<file path="src/hdl/ccclk_pkg.sv">
// Shared constants and types of the chip clock controller
package ccclk_pkg;

  // ----------------------------------------------------------------
  // Oscillator indices, also the source select encodings
  // ----------------------------------------------------------------
  localparam int OSC_COUNT = 5;
  localparam int SEL_W = 3;
  localparam logic [SEL_W-1:0] OSC_FAST_XTAL = 3'h0;
  localparam logic [SEL_W-1:0] OSC_SLOW_XTAL = 3'h1;
  localparam logic [SEL_W-1:0] OSC_FAST_RC = 3'h2;
  localparam logic [SEL_W-1:0] OSC_SLOW_RC = 3'h3;
  localparam logic [SEL_W-1:0] OSC_MID_RC = 3'h4;

  // ----------------------------------------------------------------
  // Reset values
  // ----------------------------------------------------------------
  localparam logic [SEL_W-1:0] SYSCLK_RST_SEL = OSC_FAST_RC;
  localparam logic [SEL_W-1:0] TICK_RST_SEL = OSC_SLOW_RC;

  // ----------------------------------------------------------------
  // Divider field layout
  // ----------------------------------------------------------------
  localparam int DIV_STAGES = 16;
  localparam int DIV_SEL_W = 4;

  // ----------------------------------------------------------------
  // Timing
  // ----------------------------------------------------------------
  localparam int CLK_PERIOD_NS = 20;
  localparam int FAST_STOP_NS = 1000;
  localparam int SLOW_STOP_NS = 100000;
  localparam int FAST_STOP_CYC = FAST_STOP_NS / CLK_PERIOD_NS;
  localparam int SLOW_STOP_CYC = SLOW_STOP_NS / CLK_PERIOD_NS;

  typedef enum logic [0:0] {
    CCCLK_RUN,
    CCCLK_POWERDOWN
  } ccclk_pwr_t;

endpackage : ccclk_pkg

</file>
<file path="src/hdl/ccclk_glitchless_mux.sv">
// Glitch-free clock source multiplexer on sampled oscillator levels
module ccclk_glitchless_mux #(
  parameter int N = 5,
  parameter int SW = 3,
  parameter logic [SW-1:0] RST_SEL = '0
) (
  input wire logic clk_in,
  input wire logic rst_n_in,
  input wire logic [N-1:0] src_in,
  input wire logic [SW-1:0] sel_in,
  output logic clk_out,
  output logic [SW-1:0] cur_sel_out
);

  logic switch_now;

  // Change only while old output and new source are both low
  assign switch_now = (sel_in != cur_sel_out) && (int'(sel_in) < N) &&
                      !clk_out && !src_in[sel_in];

  always_ff @(posedge clk_in or negedge rst_n_in) begin
    if (!rst_n_in) begin
      cur_sel_out <= RST_SEL;
    end else if (switch_now) begin
      cur_sel_out <= sel_in;
    end
  end

  always_ff @(posedge clk_in or negedge rst_n_in) begin
    if (!rst_n_in) begin
      clk_out <= 1'b0;
    end else if (switch_now) begin
      clk_out <= 1'b0;
    end else begin
      clk_out <= src_in[cur_sel_out];
    end
  end

endmodule // ccclk_glitchless_mux

</file>
<file path="src/hdl/ccclk_stop_detect.sv">
// Oscillator stop detector: no level change for LIMIT cycles
module ccclk_stop_detect #(
  parameter int LIMIT = 50,
  parameter int CW = 16
) (
  input wire logic clk_in,
  input wire logic rst_n_in,
  input wire logic enable_in,
  input wire logic osc_level_in,
  output logic stop_out
);

  logic [CW-1:0] quiet_cnt;
  logic last_level;

  always_ff @(posedge clk_in or negedge rst_n_in) begin
    if (!rst_n_in) begin
      last_level <= 1'b0;
    end else begin
      last_level <= osc_level_in;
    end
  end

  // Saturates at the limit so a dead crystal reports once
  always_ff @(posedge clk_in or negedge rst_n_in) begin
    if (!rst_n_in) begin
      quiet_cnt <= '0;
    end else if (!enable_in || (osc_level_in != last_level)) begin
      quiet_cnt <= '0;
    end else if (quiet_cnt != CW'(LIMIT)) begin
      quiet_cnt <= quiet_cnt + CW'(1);
    end
  end

  always_ff @(posedge clk_in or negedge rst_n_in) begin
    if (!rst_n_in) begin
      stop_out <= 1'b0;
    end else begin
      stop_out <= enable_in && (osc_level_in == last_level) &&
                  (quiet_cnt == CW'(LIMIT - 1));
    end
  end

endmodule // ccclk_stop_detect

</file>
<file path="src/hdl/ccclk_top.sv">
// Chip clock controller: source muxes, stop detect, power-down, divider
//
// Overview of operation
// - Power-down entered only when enable bit set and core executes wait-for-interrupt.
// - Stay in power-down until a wake-up interrupt arrives, then leave.
// - Power-down stops fast crystal, fast RC and mid RC oscillators.
// - System clock chosen from five oscillators by three-bit select field.
// - Each crystal stop detector has its own enable and interrupt enable.
// - Enabling fast crystal detector forces mid RC oscillator on outside power-down.
// - Enabling slow crystal detector forces slow RC oscillator on.
// - Fast crystal stop while it drives system clock fails over to mid RC.
// - Fast crystal stop sets fail flag; interrupt when its enable is set.
// - Tick external clock chosen from five sources by tick select field.
// - Slow oscillators run in power-down; mid RC only with display and touch.
// - Power-down keeps slow peripheral clocks, stops system and peripheral buses.
// - Sixteen chained halving stages, one routed to the output pin.
// - Output frequency is input divided by two to the power N+1.
// - Setting the divider enable starts the chained divider.
// - Clearing enable runs divider until output low, then holds low.
// - USB clock derived from the fast RC oscillator.
module ccclk_top #(
  parameter int SLOW_STOP_LIMIT = ccclk_pkg::SLOW_STOP_CYC,
  parameter int FAST_STOP_LIMIT = ccclk_pkg::FAST_STOP_CYC
) (
  input wire logic SYS_CLK_IN,
  input wire logic RST_N_IN,
  input wire logic [ccclk_pkg::OSC_COUNT-1:0] OSC_LEVEL_IN,
  input wire logic POWERDOWN_ENABLE_BIT_IN,
  input wire logic WAIT_FOR_INTERRUPT_INSTRUCTION_IN,
  input wire logic WAKEUP_IRQ_IN,
  input wire logic [ccclk_pkg::SEL_W-1:0] SYSCLK_SOURCE_SELECT_IN,
  input wire logic [ccclk_pkg::SEL_W-1:0] TICK_CLOCK_SOURCE_SELECT_IN,
  input wire logic [ccclk_pkg::OSC_COUNT-1:0] OSC_ENABLE_REQ_IN,
  input wire logic FAST_XTAL_DETECT_EN_IN,
  input wire logic SLOW_XTAL_DETECT_EN_IN,
  input wire logic FAST_CRYSTAL_FAIL_IRQ_ENABLE_IN,
  input wire logic SLOW_CRYSTAL_FAIL_IRQ_ENABLE_IN,
  input wire logic FAST_FAIL_CLEAR_IN,
  input wire logic SLOW_FAIL_CLEAR_IN,
  input wire logic DISPLAY_FUNCTION_EN_IN,
  input wire logic TOUCH_KEY_FUNCTION_EN_IN,
  input wire logic DIVIDER_RUN_ENABLE_IN,
  input wire logic [ccclk_pkg::DIV_SEL_W-1:0] DIVIDER_FREQUENCY_SELECT_IN,
  output logic [ccclk_pkg::OSC_COUNT-1:0] OSC_ENABLE_OUT,
  output logic POWERDOWN_OUT,
  output logic SYSCLK_OUT,
  output logic [ccclk_pkg::SEL_W-1:0] SYSCLK_SOURCE_OUT,
  output logic TICK_EXTERNAL_CLOCK_OUT,
  output logic SYS_BUS_CLK_EN_OUT,
  output logic PERIPHERAL_BUS_CLOCK_A_EN_OUT,
  output logic PERIPHERAL_BUS_CLOCK_B_EN_OUT,
  output logic SLOW_PERIPH_CLK_EN_OUT,
  output logic FAST_CRYSTAL_FAIL_FLAG_OUT,
  output logic SLOW_CRYSTAL_FAIL_FLAG_OUT,
  output logic CLOCK_FAIL_IRQ_OUT,
  output logic DIVIDED_CLOCK_OUT_PIN_OUT,
  output logic USB_CLK_OUT
);
  import ccclk_pkg::*;

  // ----------------------------------------------------------------
  // Oscillator input synchronisers
  // ----------------------------------------------------------------
  logic [OSC_COUNT-1:0] osc_s1, osc_s2, osc_s3, osc_level;

  always_ff @(posedge SYS_CLK_IN or negedge RST_N_IN) begin
    if (!RST_N_IN) begin
      osc_s1 <= '0;
      osc_s2 <= '0;
      osc_s3 <= '0;
    end else begin
      osc_s1 <= OSC_LEVEL_IN;
      osc_s2 <= osc_s1;
      osc_s3 <= osc_s2;
    end
  end

  // A change counts only once stages two and three agree
  genvar g;
  generate
    for (g = 0; g < OSC_COUNT; g++) begin : g_filt
      always_ff @(posedge SYS_CLK_IN or negedge RST_N_IN) begin
        if (!RST_N_IN) begin
          osc_level[g] <= 1'b0;
        end else if (osc_s2[g] == osc_s3[g]) begin
          osc_level[g] <= osc_s3[g];
        end
      end
    end
  endgenerate

  // ----------------------------------------------------------------
  // Power-down sequencing
  // ----------------------------------------------------------------
  ccclk_pwr_t pwr_state, next_pwr_state;
  logic pd;

  always_comb begin
    next_pwr_state = pwr_state;
    case (pwr_state)
      CCCLK_RUN: begin
        if (POWERDOWN_ENABLE_BIT_IN && WAIT_FOR_INTERRUPT_INSTRUCTION_IN) begin
          next_pwr_state = CCCLK_POWERDOWN;
        end
      end
      CCCLK_POWERDOWN: begin
        if (WAKEUP_IRQ_IN) begin
          next_pwr_state = CCCLK_RUN;
        end
      end
      default: next_pwr_state = CCCLK_RUN;
    endcase
  end

  always_ff @(posedge SYS_CLK_IN or negedge RST_N_IN) begin
    if (!RST_N_IN) begin
      pwr_state <= CCCLK_RUN;
    end else begin
      pwr_state <= next_pwr_state;
    end
  end

  assign pd = (pwr_state == CCCLK_POWERDOWN);

  always_ff @(posedge SYS_CLK_IN or negedge RST_N_IN) begin
    if (!RST_N_IN) begin
      POWERDOWN_OUT <= 1'b0;
      SYS_BUS_CLK_EN_OUT <= 1'b0;
      PERIPHERAL_BUS_CLOCK_A_EN_OUT <= 1'b0;
      PERIPHERAL_BUS_CLOCK_B_EN_OUT <= 1'b0;
      SLOW_PERIPH_CLK_EN_OUT <= 1'b0;
    end else begin
      POWERDOWN_OUT <= pd;
      SYS_BUS_CLK_EN_OUT <= !pd;
      PERIPHERAL_BUS_CLOCK_A_EN_OUT <= !pd;
      PERIPHERAL_BUS_CLOCK_B_EN_OUT <= !pd;
      SLOW_PERIPH_CLK_EN_OUT <= 1'b1;
    end
  end

  // ----------------------------------------------------------------
  // Oscillator enables
  // ----------------------------------------------------------------
  logic [OSC_COUNT-1:0] next_osc_en;
  logic mid_keep;

  assign mid_keep = DISPLAY_FUNCTION_EN_IN && TOUCH_KEY_FUNCTION_EN_IN;

  always_comb begin
    next_osc_en = OSC_ENABLE_REQ_IN;
    next_osc_en[OSC_FAST_XTAL] = OSC_ENABLE_REQ_IN[OSC_FAST_XTAL] && !pd;
    next_osc_en[OSC_FAST_RC] = OSC_ENABLE_REQ_IN[OSC_FAST_RC] && !pd;
    next_osc_en[OSC_MID_RC] = (OSC_ENABLE_REQ_IN[OSC_MID_RC] || FAST_XTAL_DETECT_EN_IN) &&
                              (!pd || mid_keep);
    next_osc_en[OSC_SLOW_RC] = OSC_ENABLE_REQ_IN[OSC_SLOW_RC] || SLOW_XTAL_DETECT_EN_IN;
    next_osc_en[OSC_SLOW_XTAL] = OSC_ENABLE_REQ_IN[OSC_SLOW_XTAL];
  end

  always_ff @(posedge SYS_CLK_IN or negedge RST_N_IN) begin
    if (!RST_N_IN) begin
      OSC_ENABLE_OUT <= '0;
    end else begin
      OSC_ENABLE_OUT <= next_osc_en;
    end
  end

  // ----------------------------------------------------------------
  // Crystal stop detectors
  // ----------------------------------------------------------------
  // Detectors idle while their crystal is off, so power-down or a
  // software re-enable never reads as a failure
  logic fast_det_on, slow_det_on, fast_stop, slow_stop;

  assign fast_det_on = FAST_XTAL_DETECT_EN_IN && OSC_ENABLE_OUT[OSC_FAST_XTAL];
  assign slow_det_on = SLOW_XTAL_DETECT_EN_IN && OSC_ENABLE_OUT[OSC_SLOW_XTAL];

  ccclk_stop_detect #(
    .LIMIT(FAST_STOP_LIMIT),
    .CW(16)
  ) u_fast_det (
    .clk_in(SYS_CLK_IN),
    .rst_n_in(RST_N_IN),
    .enable_in(fast_det_on),
    .osc_level_in(osc_level[OSC_FAST_XTAL]),
    .stop_out(fast_stop)
  );

  ccclk_stop_detect #(
    .LIMIT(SLOW_STOP_LIMIT),
    .CW(24)
  ) u_slow_det (
    .clk_in(SYS_CLK_IN),
    .rst_n_in(RST_N_IN),
    .enable_in(slow_det_on),
    .osc_level_in(osc_level[OSC_SLOW_XTAL]),
    .stop_out(slow_stop)
  );

  // Set wins over a clear in the same cycle
  always_ff @(posedge SYS_CLK_IN or negedge RST_N_IN) begin
    if (!RST_N_IN) begin
      FAST_CRYSTAL_FAIL_FLAG_OUT <= 1'b0;
    end else if (fast_stop) begin
      FAST_CRYSTAL_FAIL_FLAG_OUT <= 1'b1;
    end else if (FAST_FAIL_CLEAR_IN) begin
      FAST_CRYSTAL_FAIL_FLAG_OUT <= 1'b0;
    end
  end

  always_ff @(posedge SYS_CLK_IN or negedge RST_N_IN) begin
    if (!RST_N_IN) begin
      SLOW_CRYSTAL_FAIL_FLAG_OUT <= 1'b0;
    end else if (slow_stop) begin
      SLOW_CRYSTAL_FAIL_FLAG_OUT <= 1'b1;
    end else if (SLOW_FAIL_CLEAR_IN) begin
      SLOW_CRYSTAL_FAIL_FLAG_OUT <= 1'b0;
    end
  end

  always_ff @(posedge SYS_CLK_IN or negedge RST_N_IN) begin
    if (!RST_N_IN) begin
      CLOCK_FAIL_IRQ_OUT <= 1'b0;
    end else begin
      CLOCK_FAIL_IRQ_OUT <= (FAST_CRYSTAL_FAIL_FLAG_OUT && FAST_CRYSTAL_FAIL_IRQ_ENABLE_IN) ||
                            (SLOW_CRYSTAL_FAIL_FLAG_OUT && SLOW_CRYSTAL_FAIL_IRQ_ENABLE_IN);
    end
  end

  // ----------------------------------------------------------------
  // System clock selection with failover
  // ----------------------------------------------------------------
  // Failover overrides software until the fast detector is disabled or the fail flag is cleared, which
  // software does only after the crystal reports stable again
  logic failover_hold;
  logic [SEL_W-1:0] sys_sel;

  always_ff @(posedge SYS_CLK_IN or negedge RST_N_IN) begin
    if (!RST_N_IN) begin
      failover_hold <= 1'b0;
    end else if (fast_stop && SYSCLK_SOURCE_OUT == OSC_FAST_XTAL) begin
      failover_hold <= 1'b1;
    end else if (!FAST_CRYSTAL_FAIL_FLAG_OUT || !FAST_XTAL_DETECT_EN_IN) begin
      failover_hold <= 1'b0;
    end
  end

  assign sys_sel = failover_hold ? OSC_MID_RC : SYSCLK_SOURCE_SELECT_IN;

  ccclk_glitchless_mux #(
    .N(OSC_COUNT),
    .SW(SEL_W),
    .RST_SEL(SYSCLK_RST_SEL)
  ) u_sys_mux (
    .clk_in(SYS_CLK_IN),
    .rst_n_in(RST_N_IN),
    .src_in(osc_level),
    .sel_in(sys_sel),
    .clk_out(SYSCLK_OUT),
    .cur_sel_out(SYSCLK_SOURCE_OUT)
  );

  ccclk_glitchless_mux #(
    .N(OSC_COUNT),
    .SW(SEL_W),
    .RST_SEL(TICK_RST_SEL)
  ) u_tick_mux (
    .clk_in(SYS_CLK_IN),
    .rst_n_in(RST_N_IN),
    .src_in(osc_level),
    .sel_in(TICK_CLOCK_SOURCE_SELECT_IN),
    .clk_out(TICK_EXTERNAL_CLOCK_OUT),
    .cur_sel_out()
  );

  // ----------------------------------------------------------------
  // USB clock
  // ----------------------------------------------------------------
  always_ff @(posedge SYS_CLK_IN or negedge RST_N_IN) begin
    if (!RST_N_IN) begin
      USB_CLK_OUT <= 1'b0;
    end else begin
      USB_CLK_OUT <= osc_level[OSC_FAST_RC] && OSC_ENABLE_OUT[OSC_FAST_RC];
    end
  end

  // ----------------------------------------------------------------
  // Power-of-two clock output divider
  // ----------------------------------------------------------------
  // Bit N of a ripple-free counter is the N-th halving stage; a select
  // change while running may shorten one period
  logic [DIV_STAGES-1:0] div_cnt;
  logic div_run, div_stop_now;

  assign div_stop_now = div_run && !DIVIDER_RUN_ENABLE_IN && !DIVIDED_CLOCK_OUT_PIN_OUT;

  always_ff @(posedge SYS_CLK_IN or negedge RST_N_IN) begin
    if (!RST_N_IN) begin
      div_run <= 1'b0;
    end else if (DIVIDER_RUN_ENABLE_IN) begin
      div_run <= 1'b1;
    end else if (div_stop_now) begin
      div_run <= 1'b0;
    end
  end

  always_ff @(posedge SYS_CLK_IN or negedge RST_N_IN) begin
    if (!RST_N_IN) begin
      div_cnt <= '0;
    end else if (div_stop_now) begin
      div_cnt <= '0;
    end else if (div_run) begin
      div_cnt <= div_cnt + DIV_STAGES'(1);
    end
  end

  always_ff @(posedge SYS_CLK_IN or negedge RST_N_IN) begin
    if (!RST_N_IN) begin
      DIVIDED_CLOCK_OUT_PIN_OUT <= 1'b0;
    end else if (div_run && !div_stop_now) begin
      DIVIDED_CLOCK_OUT_PIN_OUT <= div_cnt[DIVIDER_FREQUENCY_SELECT_IN];
    end else begin
      DIVIDED_CLOCK_OUT_PIN_OUT <= 1'b0;
    end
  end

  // ----------------------------------------------------------------
  // Checks
  // ----------------------------------------------------------------
  AST_PD_ENTRY: assert property (@(posedge SYS_CLK_IN) disable iff (!RST_N_IN)
    $rose(pd) |-> $past(POWERDOWN_ENABLE_BIT_IN) && $past(WAIT_FOR_INTERRUPT_INSTRUCTION_IN))
    else $error("Power-down entered without enable and wait-for-interrupt");

  AST_PD_WAKE: assert property (@(posedge SYS_CLK_IN) disable iff (!RST_N_IN)
    pd && WAKEUP_IRQ_IN |=> !pd ##1 !POWERDOWN_OUT)
    else $error("Wake-up did not leave power-down");

  AST_PD_OSC_OFF: assert property (@(posedge SYS_CLK_IN) disable iff (!RST_N_IN)
    pd && !mid_keep |=> !OSC_ENABLE_OUT[OSC_FAST_XTAL] && !OSC_ENABLE_OUT[OSC_FAST_RC] &&
                        !OSC_ENABLE_OUT[OSC_MID_RC])
    else $error("Fast oscillators still enabled in power-down");

  AST_DET_MID_ON: assert property (@(posedge SYS_CLK_IN) disable iff (!RST_N_IN)
    FAST_XTAL_DETECT_EN_IN && !pd |=> OSC_ENABLE_OUT[OSC_MID_RC])
    else $error("Fast detector enabled but mid RC off");

  AST_DET_SLOWRC_ON: assert property (@(posedge SYS_CLK_IN) disable iff (!RST_N_IN)
    SLOW_XTAL_DETECT_EN_IN |=> OSC_ENABLE_OUT[OSC_SLOW_RC])
    else $error("Slow detector enabled but slow RC off");

  AST_FAILOVER: assert property (@(posedge SYS_CLK_IN) disable iff (!RST_N_IN)
    fast_stop && SYSCLK_SOURCE_OUT == OSC_FAST_XTAL |=> failover_hold ##[0:40]
    (SYSCLK_SOURCE_OUT == OSC_MID_RC || !failover_hold))
    else $error("System clock did not fail over to mid RC");

  AST_FAIL_FLAG: assert property (@(posedge SYS_CLK_IN) disable iff (!RST_N_IN)
    fast_stop |=> FAST_CRYSTAL_FAIL_FLAG_OUT ##1
    (CLOCK_FAIL_IRQ_OUT || !$past(FAST_CRYSTAL_FAIL_IRQ_ENABLE_IN)))
    else $error("Fast crystal stop lost or interrupt missing");

  AST_SLOW_RUN_PD: assert property (@(posedge SYS_CLK_IN) disable iff (!RST_N_IN)
    pd && OSC_ENABLE_REQ_IN[OSC_SLOW_XTAL] |=> OSC_ENABLE_OUT[OSC_SLOW_XTAL])
    else $error("Slow crystal stopped in power-down");

  AST_BUS_GATED: assert property (@(posedge SYS_CLK_IN) disable iff (!RST_N_IN)
    pd |=> !SYS_BUS_CLK_EN_OUT && !PERIPHERAL_BUS_CLOCK_A_EN_OUT &&
           !PERIPHERAL_BUS_CLOCK_B_EN_OUT && SLOW_PERIPH_CLK_EN_OUT)
    else $error("Bus clocks not gated in power-down");

  AST_DIV_HALF: assert property (@(posedge SYS_CLK_IN) disable iff (!RST_N_IN)
    DIVIDER_RUN_ENABLE_IN && DIVIDER_FREQUENCY_SELECT_IN == 4'h0 &&
    $stable(DIVIDER_FREQUENCY_SELECT_IN) && div_run && $past(div_run, 2) |->
    DIVIDED_CLOCK_OUT_PIN_OUT != $past(DIVIDED_CLOCK_OUT_PIN_OUT))
    else $error("Divide-by-two output did not toggle");

  AST_DIV_STOP_LOW: assert property (@(posedge SYS_CLK_IN) disable iff (!RST_N_IN)
    !div_run && !DIVIDER_RUN_ENABLE_IN |=> !DIVIDED_CLOCK_OUT_PIN_OUT)
    else $error("Stopped divider output not low");

  AST_DIV_NO_RUNT: assert property (@(posedge SYS_CLK_IN) disable iff (!RST_N_IN)
    $fell(DIVIDER_RUN_ENABLE_IN) && DIVIDED_CLOCK_OUT_PIN_OUT |=>
    DIVIDED_CLOCK_OUT_PIN_OUT || div_run)
    else $error("Divider high phase cut short");

  AST_SYS_GLITCH: assert property (@(posedge SYS_CLK_IN) disable iff (!RST_N_IN)
    $changed(SYSCLK_SOURCE_OUT) |-> !SYSCLK_OUT && !$past(SYSCLK_OUT))
    else $error("System clock switched while high");

  AST_USB_SRC: assert property (@(posedge SYS_CLK_IN) disable iff (!RST_N_IN)
    USB_CLK_OUT |-> $past(osc_level[OSC_FAST_RC]))
    else $error("USB clock not from fast RC");

endmodule // ccclk_top

</file>
<file path="config.mk">
export PLATFORM = sky130hd
export DESIGN_NAME = ccclk_top
export DESIGN_NICKNAME = d
export VERILOG_FILES = /design/src/hdl/ccclk_pkg.sv /design/src/hdl/ccclk_glitchless_mux.sv /design/src/hdl/ccclk_stop_detect.sv /design/src/hdl/ccclk_top.sv
export SDC_FILE = /design/constraint.sdc
export NUM_CORES = 1
export LEC_CHECK = 0
export ABC_CLOCK_PERIOD_IN_PS = 2700
export CAP_MARGIN = 20
export CORE_UTILIZATION = 63
export DETAILED_ROUTE_END_ITERATION = 16
export DONT_BUFFER_PORTS = 1
export PLACE_DENSITY_LB_ADDON = 0.12
export SLEW_MARGIN = 40
export SYNTH_ARGS = -nofsm -noshare
export SYNTH_HDL_FRONTEND = slang
export SYNTH_HIERARCHICAL = 1
export SYNTH_SLANG_ARGS = --single-unit
</file>
<file path="constraint.sdc">
create_clock -name SYS_CLK_IN -period 2.7 [get_ports SYS_CLK_IN]
set_clock_uncertainty 0.05 [all_clocks]
set_input_delay 0.405 -clock SYS_CLK_IN [delete_from_list [all_inputs] [get_ports SYS_CLK_IN]]
set_output_delay 0.405 -clock SYS_CLK_IN [all_outputs]
set_load 0.02 [all_outputs]
</file>
Yosys cells after proc, flatten, opt, wreduce, memory -nomap -nowiden
Cells that the tools add are included.
{"block": "word_totals", "output_inout_bits": 20, "ff_bits": 104, "inputBits": 34, "wordCells": 139}
{"block": "op_classes", "n_bitwise": 1, "n_reduce_logical": 51, "order_cmp": 7, "add_sub_neg": 3, "n_eq_ne": 15, "n_mux": 31}
{"operator": "16-bit two-way mux", "count": 4}
{"operator": "24-bit two-way mux", "count": 2}
{"operator": "16-bit by 1-bit adder with 16-bit output, second input constant", "count": 2}
{"operator": "24-bit by 1-bit adder with 24-bit output, second input constant", "count": 1}
{"operator": "24-bit by 13-bit == test with 1-bit output, second input constant", "count": 1}
{"operator": "1-bit logical AND", "count": 24}
{"operator": "24-bit by 13-bit != test with 1-bit output, second input constant", "count": 1}
{"operator": "1-bit two-way mux", "count": 18}
{"operator": "16-bit by 6-bit == test with 1-bit output, second input constant", "count": 1}
{"operator": "3-bit by 4-bit less-than comparator with 1-bit output, second input constant", "count": 4}
{"operator": "16-bit by 6-bit != test with 1-bit output, second input constant", "count": 1}
{"operator": "2-bit nonzero test", "count": 7}
{"operator": "1-bit binary-select mux with 3-bit select", "count": 4}
{"operator": "1-bit logical NOT", "count": 12}
{"operator": "1-bit == test", "count": 7}
{"operator": "1-bit logical OR", "count": 7}
{"operator": "3-bit less-than comparator, second input constant", "count": 2}
{"operator": "3-bit != test", "count": 2}
{"operator": "4-bit by 5-bit less-than comparator with 1-bit output, second input constant", "count": 1}
{"operator": "1-bit binary-select mux with 4-bit select", "count": 1}
{"operator": "3-bit logical NOT", "count": 1}
{"operator": "3-bit two-way mux", "count": 1}
{"operator": "1-bit != test", "count": 2}
{"operator": "1-bit one-hot mux with 2 select lines", "count": 1}
{"operator": "1-bit inverter", "count": 1}

Logic depth before layout (Yosys ltp)
Gate-level depths: netlist (run 1).
{"block": "logic_depth", "depth_word": 6, "mapped_depth": 6, "ltp_nobuf": 6}

Modules after synthesis
Netlist (run 1), hierarchy kept.
{"module": "ccclk_top", "cells_each": 182, "area_per_inst_um2": 2178.3, "seq_area_each_um2": 1301.2, "n_inst": 1}
{"module": "ccclk_stop_detect (u_slow_det)", "cells_each": 146, "area_per_inst_um2": 1408.9, "seq_area_each_um2": 650.6, "n_inst": 1}
{"module": "ccclk_stop_detect (u_fast_det)", "cells_each": 104, "area_per_inst_um2": 1016.0, "seq_area_each_um2": 450.4, "n_inst": 1}
{"module": "ccclk_glitchless_mux (u_tick_mux)", "cells_each": 20, "area_per_inst_um2": 265.3, "seq_area_each_um2": 102.6, "n_inst": 1}
{"module": "ccclk_glitchless_mux (u_sys_mux)", "cells_each": 20, "area_per_inst_um2": 264.0, "seq_area_each_um2": 101.3, "n_inst": 1}

Worst setup path after synthesis (run 1)
Ideal clock, no wire load.
{"block": "synth_path", "kind": "in2reg", "from": "input port SYSCLK_SOURCE_SELECT_IN[0] in the netlist's numbering", "to": "register u_sys_mux.cur_sel_out[0]", "arrival_time_ns": 1.877, "required_ns": 2.525, "n_path_buf": 0, "slack_ns": 0.648, "path_stages": 4, "setup_time_ns": 0.125, "cell_sequence": "nor2b_1 > mux4_2 > a211oi_2 > mux2_2"}
{"block": "synth_between", "elab_chain_len": 5, "elab_cells_between_ends": 9, "cone_classes": "1 x order compare; 1 x eq/ne; 3 x mux; 4 x reduce/logical"}
{"element": "start, declared", "line": "ccclk_top.sv:31", "source": "input wire logic [ccclk_pkg::SEL_W-1:0] SYSCLK_SOURCE_SELECT_IN,"}
{"element": "3-bit two-way mux (*)", "line": "ccclk_top.sv:247", "source": "assign sys_sel = failover_hold ? OSC_MID_RC : SYSCLK_SOURCE_SELECT_IN;"}
{"element": "1-bit binary-select mux with 3-bit select, or another cell as far along", "line": "ccclk_glitchless_mux.sv:19", "source": "!clk_out && !src_in[sel_in];"}
{"element": "1-bit two-way mux (implied by the code) or 1-bit logical AND (tied branches)", "line": "ccclk_glitchless_mux.sv:19, ccclk_glitchless_mux.sv:18"}
{"element": "1-bit logical NOT or 1-bit logical AND (tied branches)", "line": "ccclk_glitchless_mux.sv:19, ccclk_glitchless_mux.sv:18"}
{"element": "1-bit logical AND", "line": "ccclk_glitchless_mux.sv:19"}
{"element": "end signal, assigned", "line": "ccclk_glitchless_mux.sv:25", "source": "cur_sel_out <= sel_in;"}
{"element": "end, declared", "line": "ccclk_glitchless_mux.sv:12", "source": "output logic [SW-1:0] cur_sel_out"}
Mark *: on every way between the ends. The rest lies on a longest branch, timed or not. The select of a mux whose other input is x is not followed.
A chain may end at the register's enable or synchronous reset.

Worst setup path in the final report (run 1)
{"block": "layout_path", "from": "register failover_hold", "to": "register u_sys_mux.cur_sel_out[0]"}
{"block": "layout_between", "elab_chain_len": 5, "elab_cells_between_ends": 9, "cone_classes": "1 x order compare; 1 x eq/ne; 3 x mux; 4 x reduce/logical"}
{"element": "start, declared", "line": "ccclk_top.sv:234", "source": "logic failover_hold;"}
{"element": "start signal, assigned", "line": "ccclk_top.sv:239", "source": "failover_hold <= 1'b0;"}
{"element": "start signal, assigned", "line": "ccclk_top.sv:241", "source": "failover_hold <= 1'b1;"}
{"element": "start signal, assigned", "line": "ccclk_top.sv:243", "source": "failover_hold <= 1'b0;"}
{"element": "3-bit two-way mux (*)", "line": "ccclk_top.sv:247"}
{"element": "named net sys_sel[0]", "line": "ccclk_top.sv:235", "source": "logic [SEL_W-1:0] sys_sel;"}
{"element": "1-bit binary-select mux with 3-bit select, or another cell as far along", "line": "ccclk_glitchless_mux.sv:19"}
{"element": "1-bit two-way mux (implied by the code) or 1-bit logical AND (tied branches)", "line": "ccclk_glitchless_mux.sv:19, ccclk_glitchless_mux.sv:18"}
{"element": "1-bit logical NOT or 1-bit logical AND (tied branches)", "line": "ccclk_glitchless_mux.sv:19, ccclk_glitchless_mux.sv:18"}
{"element": "1-bit logical AND", "line": "ccclk_glitchless_mux.sv:19"}
The timed path passes the listed nets; every way through them passes the cells marked *. The select of a mux whose other input is x is not followed.

==> results of run 1 <==
## path summary, 6_finish.rpt
path | start | end | slack, ps | cells after the start
worst max-delay path | failover_hold | u_sys_mux/cur_sel_out[0] | 380 | 4
worst min-delay path | RST_N_IN | u_fast_det/quiet_cnt[12] | -330 | 0
worst max register to register | failover_hold | u_sys_mux/cur_sel_out[0] | 380 | 4
worst min register to register | osc_s1[1] | osc_s2[1] | 300 | 0
max in group asynchronous | RST_N_IN | u_tick_mux/cur_sel_out[0] | 2730 | 0
min in group SYS_CLK_IN | WAKEUP_IRQ_IN | pd | 80 | 1
## state kept, by name, summed over array words and instances (netlist names), 3 cells and up
signal / flops
u_fast_det/quiet_cnt: 16
u_slow_det/quiet_cnt: 24
osc_s3: 5
osc_s2: 5
u_sys_mux/cur_sel_out: 3
osc_s1: 5
OSC_ENABLE_OUT: 5
div_cnt: 16
osc_level: 5
u_tick_mux/cur_sel_out: 3
## routing by layer
layer  GRT usage  part of all wire  vias up
met3      0.0614             0.049       14
met5           0                 0        -
met2       0.401              0.48      101
met4      0.0768             0.014        0
li1            -                 -     1762
met1       0.342              0.46     1886
## critical path, cell delays in order, from the launching register on
cell	delay (ps)
sky130_fd_sc_hd__dfrtp_1	430
sky130_fd_sc_hd__nor2b_1	410
sky130_fd_sc_hd__mux4_2	610
sky130_fd_sc_hd__a211oi_2	340
sky130_fd_sc_hd__mux2_2	370
## through the flow
step                      std cells  setup slack [ps]  hold WS, ps
after floorplan                 472               648         59.4
after global placement          558               570         61.8
after detailed placement        558               427         62.0
after CTS                       580               409         -348
after global routing            580               332         -364
final                           580               383         -331
## cells by family (layout without fill, tap and decap cells)
family                     after synthesis  in the layout
muxes                                   25             25
and+or+nand+nor                        179            179
xor gates and xnor gates                20             20
AOI/OAI and AO/OA                       94             94
DFF                                    104            104
adders and majority gates               11             11
buffers and inverters                   38             44
other                                    1              1
## area by class of cell
class / count / area share
multi-input combinational: 330 / 0.430
sequential: 104 / 0.479
inverter: 19 / 0.0131
clock buffer: 10 / 0.0235
clock inverter: 6 / 0.0159
tap: 102 / 0.0235
timing repair buffer: 9 / 0.0152
## power by group
part           switching, mW  internal, mW  total [mW]
registers              0.196          1.67        1.86
logic                  0.142         0.177       0.319
clock network          0.573         0.455        1.03
## cells in the final DEF, fill, tap and decap left out, drive strengths merged, types with 6 or more instances in the layout
master,n
mux4,6
dfrtp,101
nand2,27
xor2,8
inv,22
o31ai,17
xnor2,12
or4,11
or3,11
mux2i,12
nand4,17
nor2b,6
nor4,14
ha,6
a21oi,30
o21ai,23
nor2,20
clkbuf,10
nand3,33
mux2,7
and4,8
dlygate4sd3,6
==> run metrics, run 1 <==
count of unresolved DRC violations after routing=0; number of hold buffers added after cts=6; grt ovf=0; Inserted Diodes=0; Net count, final=between 500 and 600; RSZ-0062 raised after global routing=no; area used by multi-input combinational logic=approximately 0.0023 mm²; number of iterations in the first detailed-routing pass=4; WL per Instance=17.2 µm; Routed Antenna Nets=0; detailed router's first-iteration violation count=between 200 and 250; routed via count divided by cell count=6.49; wire length of the first global-routing pass=roughly 17 mm; fraction of synthesized cell area in xor and xnor cells=0.0341; Resized cells post-CTS=0; Detailed Place HPWL=between 6 and 7 mm; # rows=32; leading cell types by total area after synthesis=sky130_fd_sc_hd__dfrtp_1 49%, sky130_fd_sc_hd__nand3_1 3.1%, sky130_fd_sc_hd__a21oi_1 2.9%; initial cell density of the core=0.657; violated checks=negative hold slack; Final TNS setup=0 ps; synthesized netlist cell count=472; count of maximum capacitance violations=0; Routed Wire Length=around 10 mm; most numerous cell types in the synthesized netlist=101 x sky130_fd_sc_hd__dfrtp_1, 32 x sky130_fd_sc_hd__nand3_1, 30 x sky130_fd_sc_hd__a21oi_1, 26 x sky130_fd_sc_hd__nand2_1, 22 x sky130_fd_sc_hd__o21ai_0; clock buffers created by TritonCTS=9; post-synthesis register bit count=around 100; class of the tightest hold or removal check=in -> async; nets in the synthesized netlist=slightly above 500; maximum vdd drop=~0.35 mV; count of vias placed by the detailed router=3763; core area=~0.0078 mm²; cell at the root of the clock tree=sky130_fd_sc_hd__clkbuf_8; flip-flop and latch area=0.00261 mm²; Port Buf Inserts=0; filler cell count=roughly 590; area post-placement=around 0.0052 mm²; warnings from Yosys=6; fraction of synthesized area in multiplexers=0.0651; number of failing setup endpoints in the final timing report=0; post-route standard cell area excluding fillers=around 0.0054 mm²; total die area=roughly 0.0085 mm²; deepest clock path buffer count=2; Horiz. Die Dim=92.3 µm; WS Path Type=reg -> reg; nature of the critical path endpoint=register; Max Slew Vio Count=0; number of distinct library cells after synthesis=63; ys flop type=sky130_fd_sc_hd__dfrtp_1; pin count of the biggest net entering global routing=about 110; P per Cell Area=between 500 and 600 mW/mm²; result of the run=finished, violations left; cell leakage power=approximately 2.2 nW; htree depth=3; final core utilization=0.696; mean post-synth cell area=around 11 µm²; signed area change from the synthesized netlist to the final layout=5.95%; initial antenna violation count=0; adder-cell share of the synthesized area=0.0244; clock transition at the registers of the reported paths=roughly 110 ps; Synth top area share=0.492; final hold violations=~100; crit share post-route=0.858; share of the synthesized area in compound gates (AO/OA/AOI/OAI)=0.120; top-count cell post-synth=sky130_fd_sc_hd__dfrtp_1; Tightest Pin Transition=~620 ps; Ports=54; global placer's final weighted congestion=0.847; arrival time of the worst setup path=between 2000 and 3000 ps; number of global-route vias before repair=approximately 3600; clock tree from TritonCTS=done; max_slew headroom=0.585; clock latency of the later-clocked register in the worst-skew pair=370 ps; share of flip-flops with an asynchronous set or reset after synthesis=1.00; height of the chip=~90 µm; maximum clock frequency=around 430 MHz; netlist area before placement=about 0.005 mm²; Min Hold Slack=-331 ps; basic-gate share of the synthesized area counting and, or, nand and nor cells=0.210; maximum fanout count along the critical path=4; post-synthesis cell type with the largest combined area=sky130_fd_sc_hd__dfrtp_1; Global Route Usage Sum=0.251; overall power of the completed layout=3.21 mW; Worst Setup Start Kind=register; fraction of layout cells with a size suffix above 1=0.113; main combinational cell family by area after synthesis=simple AND/OR/NAND/NOR gates; Final Critical Period=between 2000 and 2500 ps; number of clock sinks=104; Crit path required time=roughly 2900 ps; number of setup buffers added after CTS=0; number of flops mapped to enable cells by yosys=0; sequential element share of the synthesized area=0.508
No activity file was read; power rests on OpenSTA's default activity.
==> run 2, diff against run 1 <==
- BUFFER_PORTS_ARGS: unset -> -buffer_cell sky130_fd_sc_hd__buf_2
- CORE_UTILIZATION: 63 -> 59
- DONT_BUFFER_PORTS: 1 -> unset
==> run 2 against run 1 <==
Against the previous run:
- total power increased by 3.4%
- setup slack improved by 120 ps
- hold slack improved by 330 ps
- wire length increased by 0.72%
- maximum frequency increased by 5.2%
- sequential share of layout area decreased by 2.1 points
- critical path depth unchanged
- clock-buffer cell count decreased by 1
- the run still ends with negative hold slack left
- flip-flop and latch count unchanged
- final cell count increased by 9.1%
- die area increased by 6.6%
- register-to-register slack improved by 120 ps
==> run metrics, run 2 (synthesized netlist as in run 1, its figures left out) <==
cell family contributing the most delay on the critical path=multiplexers; Final Critical Period=2200 ps (-116 ps); final hold violations=7 (-93%); grt ovf=0 (unchanged); height of the chip=95.3 µm (+3.3%); number of buffers and inverters on the critical path=0 (unchanged); crit share post-route=0.816 (-0.0428); core area=0.00830 mm² (+6.3%); met3 demand-to-capacity share in global routing=0.0534 (-0.00793); Routed Wire Length=10.1 mm (+0.72%); RSZ-0062 raised after global routing=no; Global Route Usage Sum=0.237 (-0.0145); Crit path required time=2930 ps (+20 ps); clock latency of the later-clocked register in the worst-skew pair=370 ps (about the same); WS Path Type=reg -> reg; switching power summed over all nets=972 µW (+6.7%); commonest non-fill, non-tap cells in the layout=101 x sky130_fd_sc_hd__dfrtp_1, 52 x sky130_fd_sc_hd__buf_2, 32 x sky130_fd_sc_hd__nand3_1; number of clock sinks=104 (unchanged); number of iterations in the first detailed-routing pass=5 (+1); # rows=33 (+3.1%); cell chain of the critical path=nor2b_1 > mux4_2 > a211oi_2 > mux2_2; initial antenna violation count=0 (unchanged); Net count, final=563 (+9.7%); max reg flops=24 (unchanged); class of the tightest hold or removal check=in -> async; proportion of total power due to net switching=0.293 (+0.00900); WL per Instance=15.9 µm (-7.7%); number of hold buffers added after cts=0 (-6); result of the run=finished, violations left; Port Buf Inserts=53 (+53); total die area=0.00908 mm² (+6.6%); count of vias placed by the detailed router=3874 (+2.9%); initial cell density of the core=0.618 (-0.0389); Most Crowded Layer GR=met2; Min Hold Slack=-1.98 ps (+329 ps); part of the total power dissipated in sequential elements=0.540 (-0.040); Largest regs=u_slow_det/quiet_cnt x24, div_cnt x16, u_fast_det/quiet_cnt x16; arrival time of the worst setup path=2430 ps (-100 ps); P per Cell Area=584 mW/mm² (-1.1%); nature of the critical path endpoint=register; Routed Antenna Nets=0 (unchanged); clock transition at the registers of the reported paths=110 ps (about the same); Resized cells post-CTS=0 (unchanged); wire length of the first global-routing pass=16.5 mm (-2.2%); number of failing setup endpoints in the final timing report=0 (unchanged); number of global-route vias before repair=3606 (+0.39%); max_slew headroom=0.553 (-0.0325); internal power=2.35 mW (+2.1%); Tightest Pin Transition=671 ps (+51.1 ps); htree depth=3 (unchanged); slowest stage delay, CP=590 ps (-20 ps); maximum clock frequency=454 MHz (+5.2%); combinational share of power=0.144 (+0.045); cell leakage power=2.40 nW (+9.8%); relative contribution of the clock network to total power=0.316 (-0.004); global placer's final weighted congestion=0.857 (+1.2%); violated checks=negative hold slack; cell total after placement=617 (+11%); Inserted Diodes=0 (unchanged); count of unresolved DRC violations after routing=0 (unchanged); pin count of the biggest net entering global routing=54 (-49%); maximum fanout count along the critical path=4 (unchanged); clock tree from TritonCTS=done; number of setup buffers added after CTS=0 (unchanged); clock buffers created by TritonCTS=9 (unchanged); GR met1 Demand/Resource=0.311 (-0.0314); final core utilization=0.686 (-0.0110); filler-free cell count of the finished design=633 (+9.1%); Final TNS setup=0 ps (unchanged); signed area change from the synthesized netlist to the final layout=10.8%; most common cell after layout, fill and taps aside=sky130_fd_sc_hd__dfrtp_1; Horiz. Die Dim=95.3 µm (+3.3%); fraction of layout cells with a size suffix above 1=0.210 (+0.0973); Ports=54 (unchanged); largest reg by FF count=u_slow_det/quiet_cnt; maximum vdd drop=0.296 mV (-14%); Detailed Place HPWL=6.96 mm (+2.7%); Worst path slowest cell=sky130_fd_sc_hd__mux4_2; detailed router's first-iteration violation count=152 (-34%); cell at the root of the clock tree=sky130_fd_sc_hd__clkbuf_8; routed via count divided by cell count=6.12 (-5.7%); Max Slew Vio Count=0 (unchanged); count of maximum capacitance violations=0 (unchanged); met2 track demand over resource=0.394 (-0.00707); deepest clock path buffer count=2 (unchanged); Worst Setup Start Kind=register
[run 2: final cells by class]
cell class,instances,area [µm²]
flip-flops and latches,104,2610
clock inverters,7,95.1
repair buffers,59,325
fillers,621,2610
clock buffers,9,124
multi-input cells,330,2340
inverters,19,71.3
well taps,105,131
[run 2: layer usage]
layer / share of wire / wire length [µm] / vias to the layer above
li1: - / - / 1865
met1: 0.44 / 4470 / 1888
met2: 0.49 / 4940 / 116
met3: 0.061 / 611 / 5
met4: 0.0051 / 51 / 0
met5: 0 / 0 / -
[run 2: through the flow]
stage	power, mW	cell area (µm²)	worst slack (ps)
6_report	3.32	5690	498
5_1_grt	3.49	5690	419
4_1_cts	3.37	5690	487
3_5_place_dp	2.31	5470	404
3_3_place_gp	2.29	5470	505
2_1_floorplan	2.13	5130	648
[run 2: worst register-to-register path: cells and delay by family, from the launching register on]
family,cells,cell delay [ps]
multiplexers,2,960
AO/OA/AOI/OAI,1,350
AND/OR/NAND/NOR,1,330
flip-flops,1,420
[run 2: final timing paths]
check	startpoint	to	slack, ps	depth (start not counted)
setup reg to reg	failover_hold	u_sys_mux/cur_sel_out[0]	500	4
hold / removal	RST_N_IN	u_fast_det/quiet_cnt[7]	-2	1
max in group asynchronous	RST_N_IN	u_tick_mux/cur_sel_out[0]	1880	2
min in group SYS_CLK_IN	OSC_LEVEL_IN[4]	osc_s1[4]	70	1
setup / recovery	failover_hold	u_sys_mux/cur_sel_out[0]	500	4
hold reg to reg	osc_s1[3]	osc_s2[3]	310	0
[run 2: power groups by stage]
| stage | clock, mW | sequential, mW | combinational, mW |
|---|---|---|---|
| 6_report | 1.05 | 1.79 | 0.480 |
| 5_1_grt | 1.15 | 1.81 | 0.528 |
| 4_1_cts | 1.09 | 1.80 | 0.484 |
| 3_5_place_dp | 0 | 1.83 | 0.482 |
| 3_3_place_gp | 0 | 1.82 | 0.465 |
| 2_1_floorplan | 0 | 1.85 | 0.280 |
==> run 3, diff against run 2 <==
- ABC_AREA: unset -> 1
- ABC_CLOCK_PERIOD_IN_PS: 2700 -> 2000
- CORE_UTILIZATION: 59 -> 54
- clock period: 2.7 -> 2 ns (I/O delays scaled with it)
==> run 3 against run 2 <==
Against the previous run:
- the run now ends clean
- area after synthesis grew 7.1%
- sequential power increased by 40%
- via count increased by 23%
- maximum frequency rose by 27%
- largest cell class unchanged
- largest power group unchanged
==> run metrics, run 3 <==
result of the run=finished, final reports clean; Global Route Usage Sum=0.242 (+0.00501); clock tree from TritonCTS=done; most numerous cell types in the synthesized netlist=182 x sky130_fd_sc_hd__nand2_1, 101 x sky130_fd_sc_hd__dfrtp_1, 98 x sky130_fd_sc_hd__inv_1, 84 x sky130_fd_sc_hd__nor2_1, 59 x sky130_fd_sc_hd__nand3_1; internal power=3.45 mW (+47%); Synth top area share=0.460 (-0.0327); total die area=0.0106 mm² (+17%); FF-to-FF End=div_cnt[9]; cell depth of the worst min-delay path=2; number of iterations in the first detailed-routing pass=5 (unchanged); share of the synthesized area in compound gates (AO/OA/AOI/OAI)=0.0726 (-0.0478); WS Path Type=reg -> reg; Worst Setup Start Kind=register; initial antenna violation count=0 (unchanged); Inserted Diodes=0 (unchanged); count of vias placed by the detailed router=4776 (+23%); htree depth=3 (unchanged); main combinational cell family by area after synthesis=simple AND/OR/NAND/NOR gates; switching power summed over all nets=1.51 mW (+55%); fraction of layout cells with a size suffix above 1=0.157 (-0.0532); class of the tightest hold or removal check=in -> reg; RSZ-0062 raised after global routing=no; post-route standard cell area excluding fillers=0.00620 mm² (+9.0%); hold wc startpoint=SLOW_FAIL_CLEAR_IN; filler cell count=923 (+49%); maximum clock frequency=579 MHz (+27%); initial cell density of the core=0.560 (-0.0585); endpoint of the worst hold-timing path=SLOW_CRYSTAL_FAIL_FLAG_OUT; slowest stage delay, CP=500 ps (-90 ps); max reg flops=24 (unchanged); cell at the root of the clock tree=sky130_fd_sc_hd__clkbuf_8; Resized cells post-CTS=0 (unchanged); relative contribution of the clock network to total power=0.311 (-0.005); fraction of synthesized cell area in xor and xnor cells=0.00956 (-0.0246); wire length on met1=5.42 mm (+21%); number of clock sinks=104 (unchanged); pin count of the biggest net entering global routing=105 (+94%); launch instance of the worst register-to-register path=div_run; number of buffers and inverters on the critical path=2 (+2); number of failing setup endpoints in the final timing report=0 (unchanged); warnings from Yosys=6 (unchanged); combinational share of power=0.185 (+0.041); worst-case reg-to-reg path depth=7 (+3); nature of the critical path endpoint=register; largest reg by FF count=u_slow_det/quiet_cnt; met3 routed wirelength=572 µm (-6.4%); netlist area before placement=0.00550 mm² (+7.1%); grt ovf=0 (unchanged); top routing layer in use=met4; Routed Antenna Nets=0 (unchanged); height of the chip=103 µm (+8.0%); detailed router's first-iteration violation count=183 (+20%); maximum vdd drop=0.490 mV (+66%); area post-placement=0.00589 mm² (+7.8%); number of distinct library cells after synthesis=40 (-37%); register-to-register path setup slack=270 ps (-230 ps); leading cell types by total area after synthesis=sky130_fd_sc_hd__dfrtp_1 46%, sky130_fd_sc_hd__nand2_1 12%, sky130_fd_sc_hd__inv_1 6.7%; Tightest Pin Transition=558 ps (-113 ps); ys flop type=sky130_fd_sc_hd__dfrtp_1; Crit path required time=2250 ps (-680 ps); max_slew headroom=0.628 (+0.0754); routed via count divided by cell count=5.25 (-14%); # rows=36 (+9.1%); sequential element share of the synthesized area=0.474 (-0.0337); count of unresolved DRC violations after routing=0 (unchanged); number of setup buffers added after CTS=0 (unchanged); Horiz. Die Dim=103 µm (+8.0%); total length of routed met2 wires=5.72 mm (+16%); Largest regs=u_slow_det/quiet_cnt x24, div_cnt x16, u_fast_det/quiet_cnt x16; part of the total power dissipated in sequential elements=0.504 (-0.036); Final Critical Period=1730 ps (-474 ps); number of hold buffers added after cts=7 (+7); number of flops mapped to enable cells by yosys=0 (unchanged); fraction of synthesized area in multiplexers=0 (-0.0651); Max Slew Vio Count=0 (unchanged); number of global-route vias before repair=4526 (+26%); post-synthesis cell type with the largest combined area=sky130_fd_sc_hd__dfrtp_1; maximum fanout count along the critical path=12 (+8); mean post-synth cell area=7.78 µm² (-28%); synthesized netlist cell count=707 (+50%); share of flip-flops with an asynchronous set or reset after synthesis=1.00 (unchanged); Routed Wire Length=11.8 mm (+17%); P per Cell Area=799 mW/mm² (+37%); Final TNS setup=0 ps (unchanged); final hold violations=0 (-7); nets in the synthesized netlist=747 (+46%); signed area change from the synthesized netlist to the final layout=12.8%; deepest clock path buffer count=2 (unchanged); Net count, final=812 (+44%); clock buffers created by TritonCTS=9 (unchanged); proportion of total power due to net switching=0.304 (+0.0116); clock latency of the later-clocked register in the worst-skew pair=380 ps (about the same); cell chain of the critical path=inv_4 > nor3_4 > nor2_2 > inv_1 > o21ai_1 > nand2_1 > nor2_1; cell leakage power=2.95 nW (+23%); adder-cell share of the synthesized area=0.0228 (-0.00162); Worst path slowest cell=sky130_fd_sc_hd__dfrtp_1; clock transition at the registers of the reported paths=100 ps (about the same); basic-gate share of the synthesized area counting and, or, nand and nor cells=0.337 (+0.127); top-count cell post-synth=sky130_fd_sc_hd__nand2_1; Detailed Place HPWL=8.56 mm (+23%); count of maximum capacitance violations=0 (unchanged); post-synthesis register bit count=104 (unchanged); wire length of the first global-routing pass=19.7 mm (+20%); core area=0.00982 mm² (+18%); crit share post-route=0.864 (+0.0483); Port Buf Inserts=53 (unchanged); arrival time of the worst setup path=1980 ps (-450 ps); Ports=54 (unchanged); WL per Instance=13.0 µm (-18%); commonest non-fill, non-tap cells in the layout=182 x sky130_fd_sc_hd__nand2_1, 101 x sky130_fd_sc_hd__dfrtp_1, 98 x sky130_fd_sc_hd__inv_1; cell family contributing the most delay on the critical path=simple AND/OR/NAND/NOR gates; most common cell after layout, fill and taps aside=sky130_fd_sc_hd__nand2_1; global placer's final weighted congestion=0.907 (+5.8%)
run 3: metal layers:
| metal | global-route usage | vias up |
|---|---|---|
| met3 | 0.0597 | 10 |
| li1 | - | 2375 |
| met4 | 0.0596 | 0 |
| met5 | 0 | - |
| met1 | 0.309 | 2273 |
| met2 | 0.414 | 118 |
run 3: power groups by stage:
| stage | clock (mW) | sequential (mW) | combinational [mW] |
|---|---|---|---|
| floorplan | 0 | 2.56 | 0.568 |
| global placement | 0 | 2.52 | 0.871 |
| detailed placement | 0 | 2.54 | 0.901 |
| CTS | 1.60 | 2.50 | 0.917 |
| global route | 1.66 | 2.52 | 1.04 |
| finish | 1.54 | 2.50 | 0.918 |
run 3: final cells by class:
type	count	area, µm²	share of cell area
multi-input combinational	490	2430	0.392
clock inverter	6	109	0.0176
clock buffer	10	128	0.0206
timing repair buffer	61	358	0.0577
sequential	104	2610	0.420
inverter	106	400	0.0646
tap	133	166	0.0268
run 3: cells by family after synthesis:
kind of cell	Yosys count
AO/OA/AOI/OAI	71
AND/OR/NAND/NOR	401
buffers and inverters	113
flip-flops	104
other	1
adder cells (fa/ha/maj)	11
XOR/XNOR	6
run 3: through the flow:
| step | power (mW) | setup WS, ps | instances | hold slack, ps | utilization |
|---|---|---|---|---|---|
| 5_1_grt | 5.22 | 97.2 | 910 | 16.9 | 0.631 |
| 3_3_place_gp | 3.39 | 391 | 887 | 283 | 0.600 |
| 4_1_cts | 5.01 | 288 | 910 | 14.2 | 0.631 |
| 2_1_floorplan | 3.13 | 662 | 707 | -45.6 | - |
| 6_report | 4.96 | 272 | 910 | 32.8 | 0.631 |
| 3_5_place_dp | 3.44 | 360 | 887 | 285 | 0.600 |
run 3: worst max-delay path by stage:
stage          slack (ps)                    start  cells past startpoint                  endpoint
2_1_floorplan         660  u_slow_det/quiet_cnt[1]                      8  u_slow_det/quiet_cnt[22]
3_3_place_gp          390                  div_run                      7                div_cnt[9]
3_5_place_dp          360                  div_run                      7                div_cnt[9]
4_1_cts               290                  div_run                      7                div_cnt[9]
5_1_grt               100                  div_run                      7                div_cnt[9]
6_report              270                  div_run                      7                div_cnt[9]
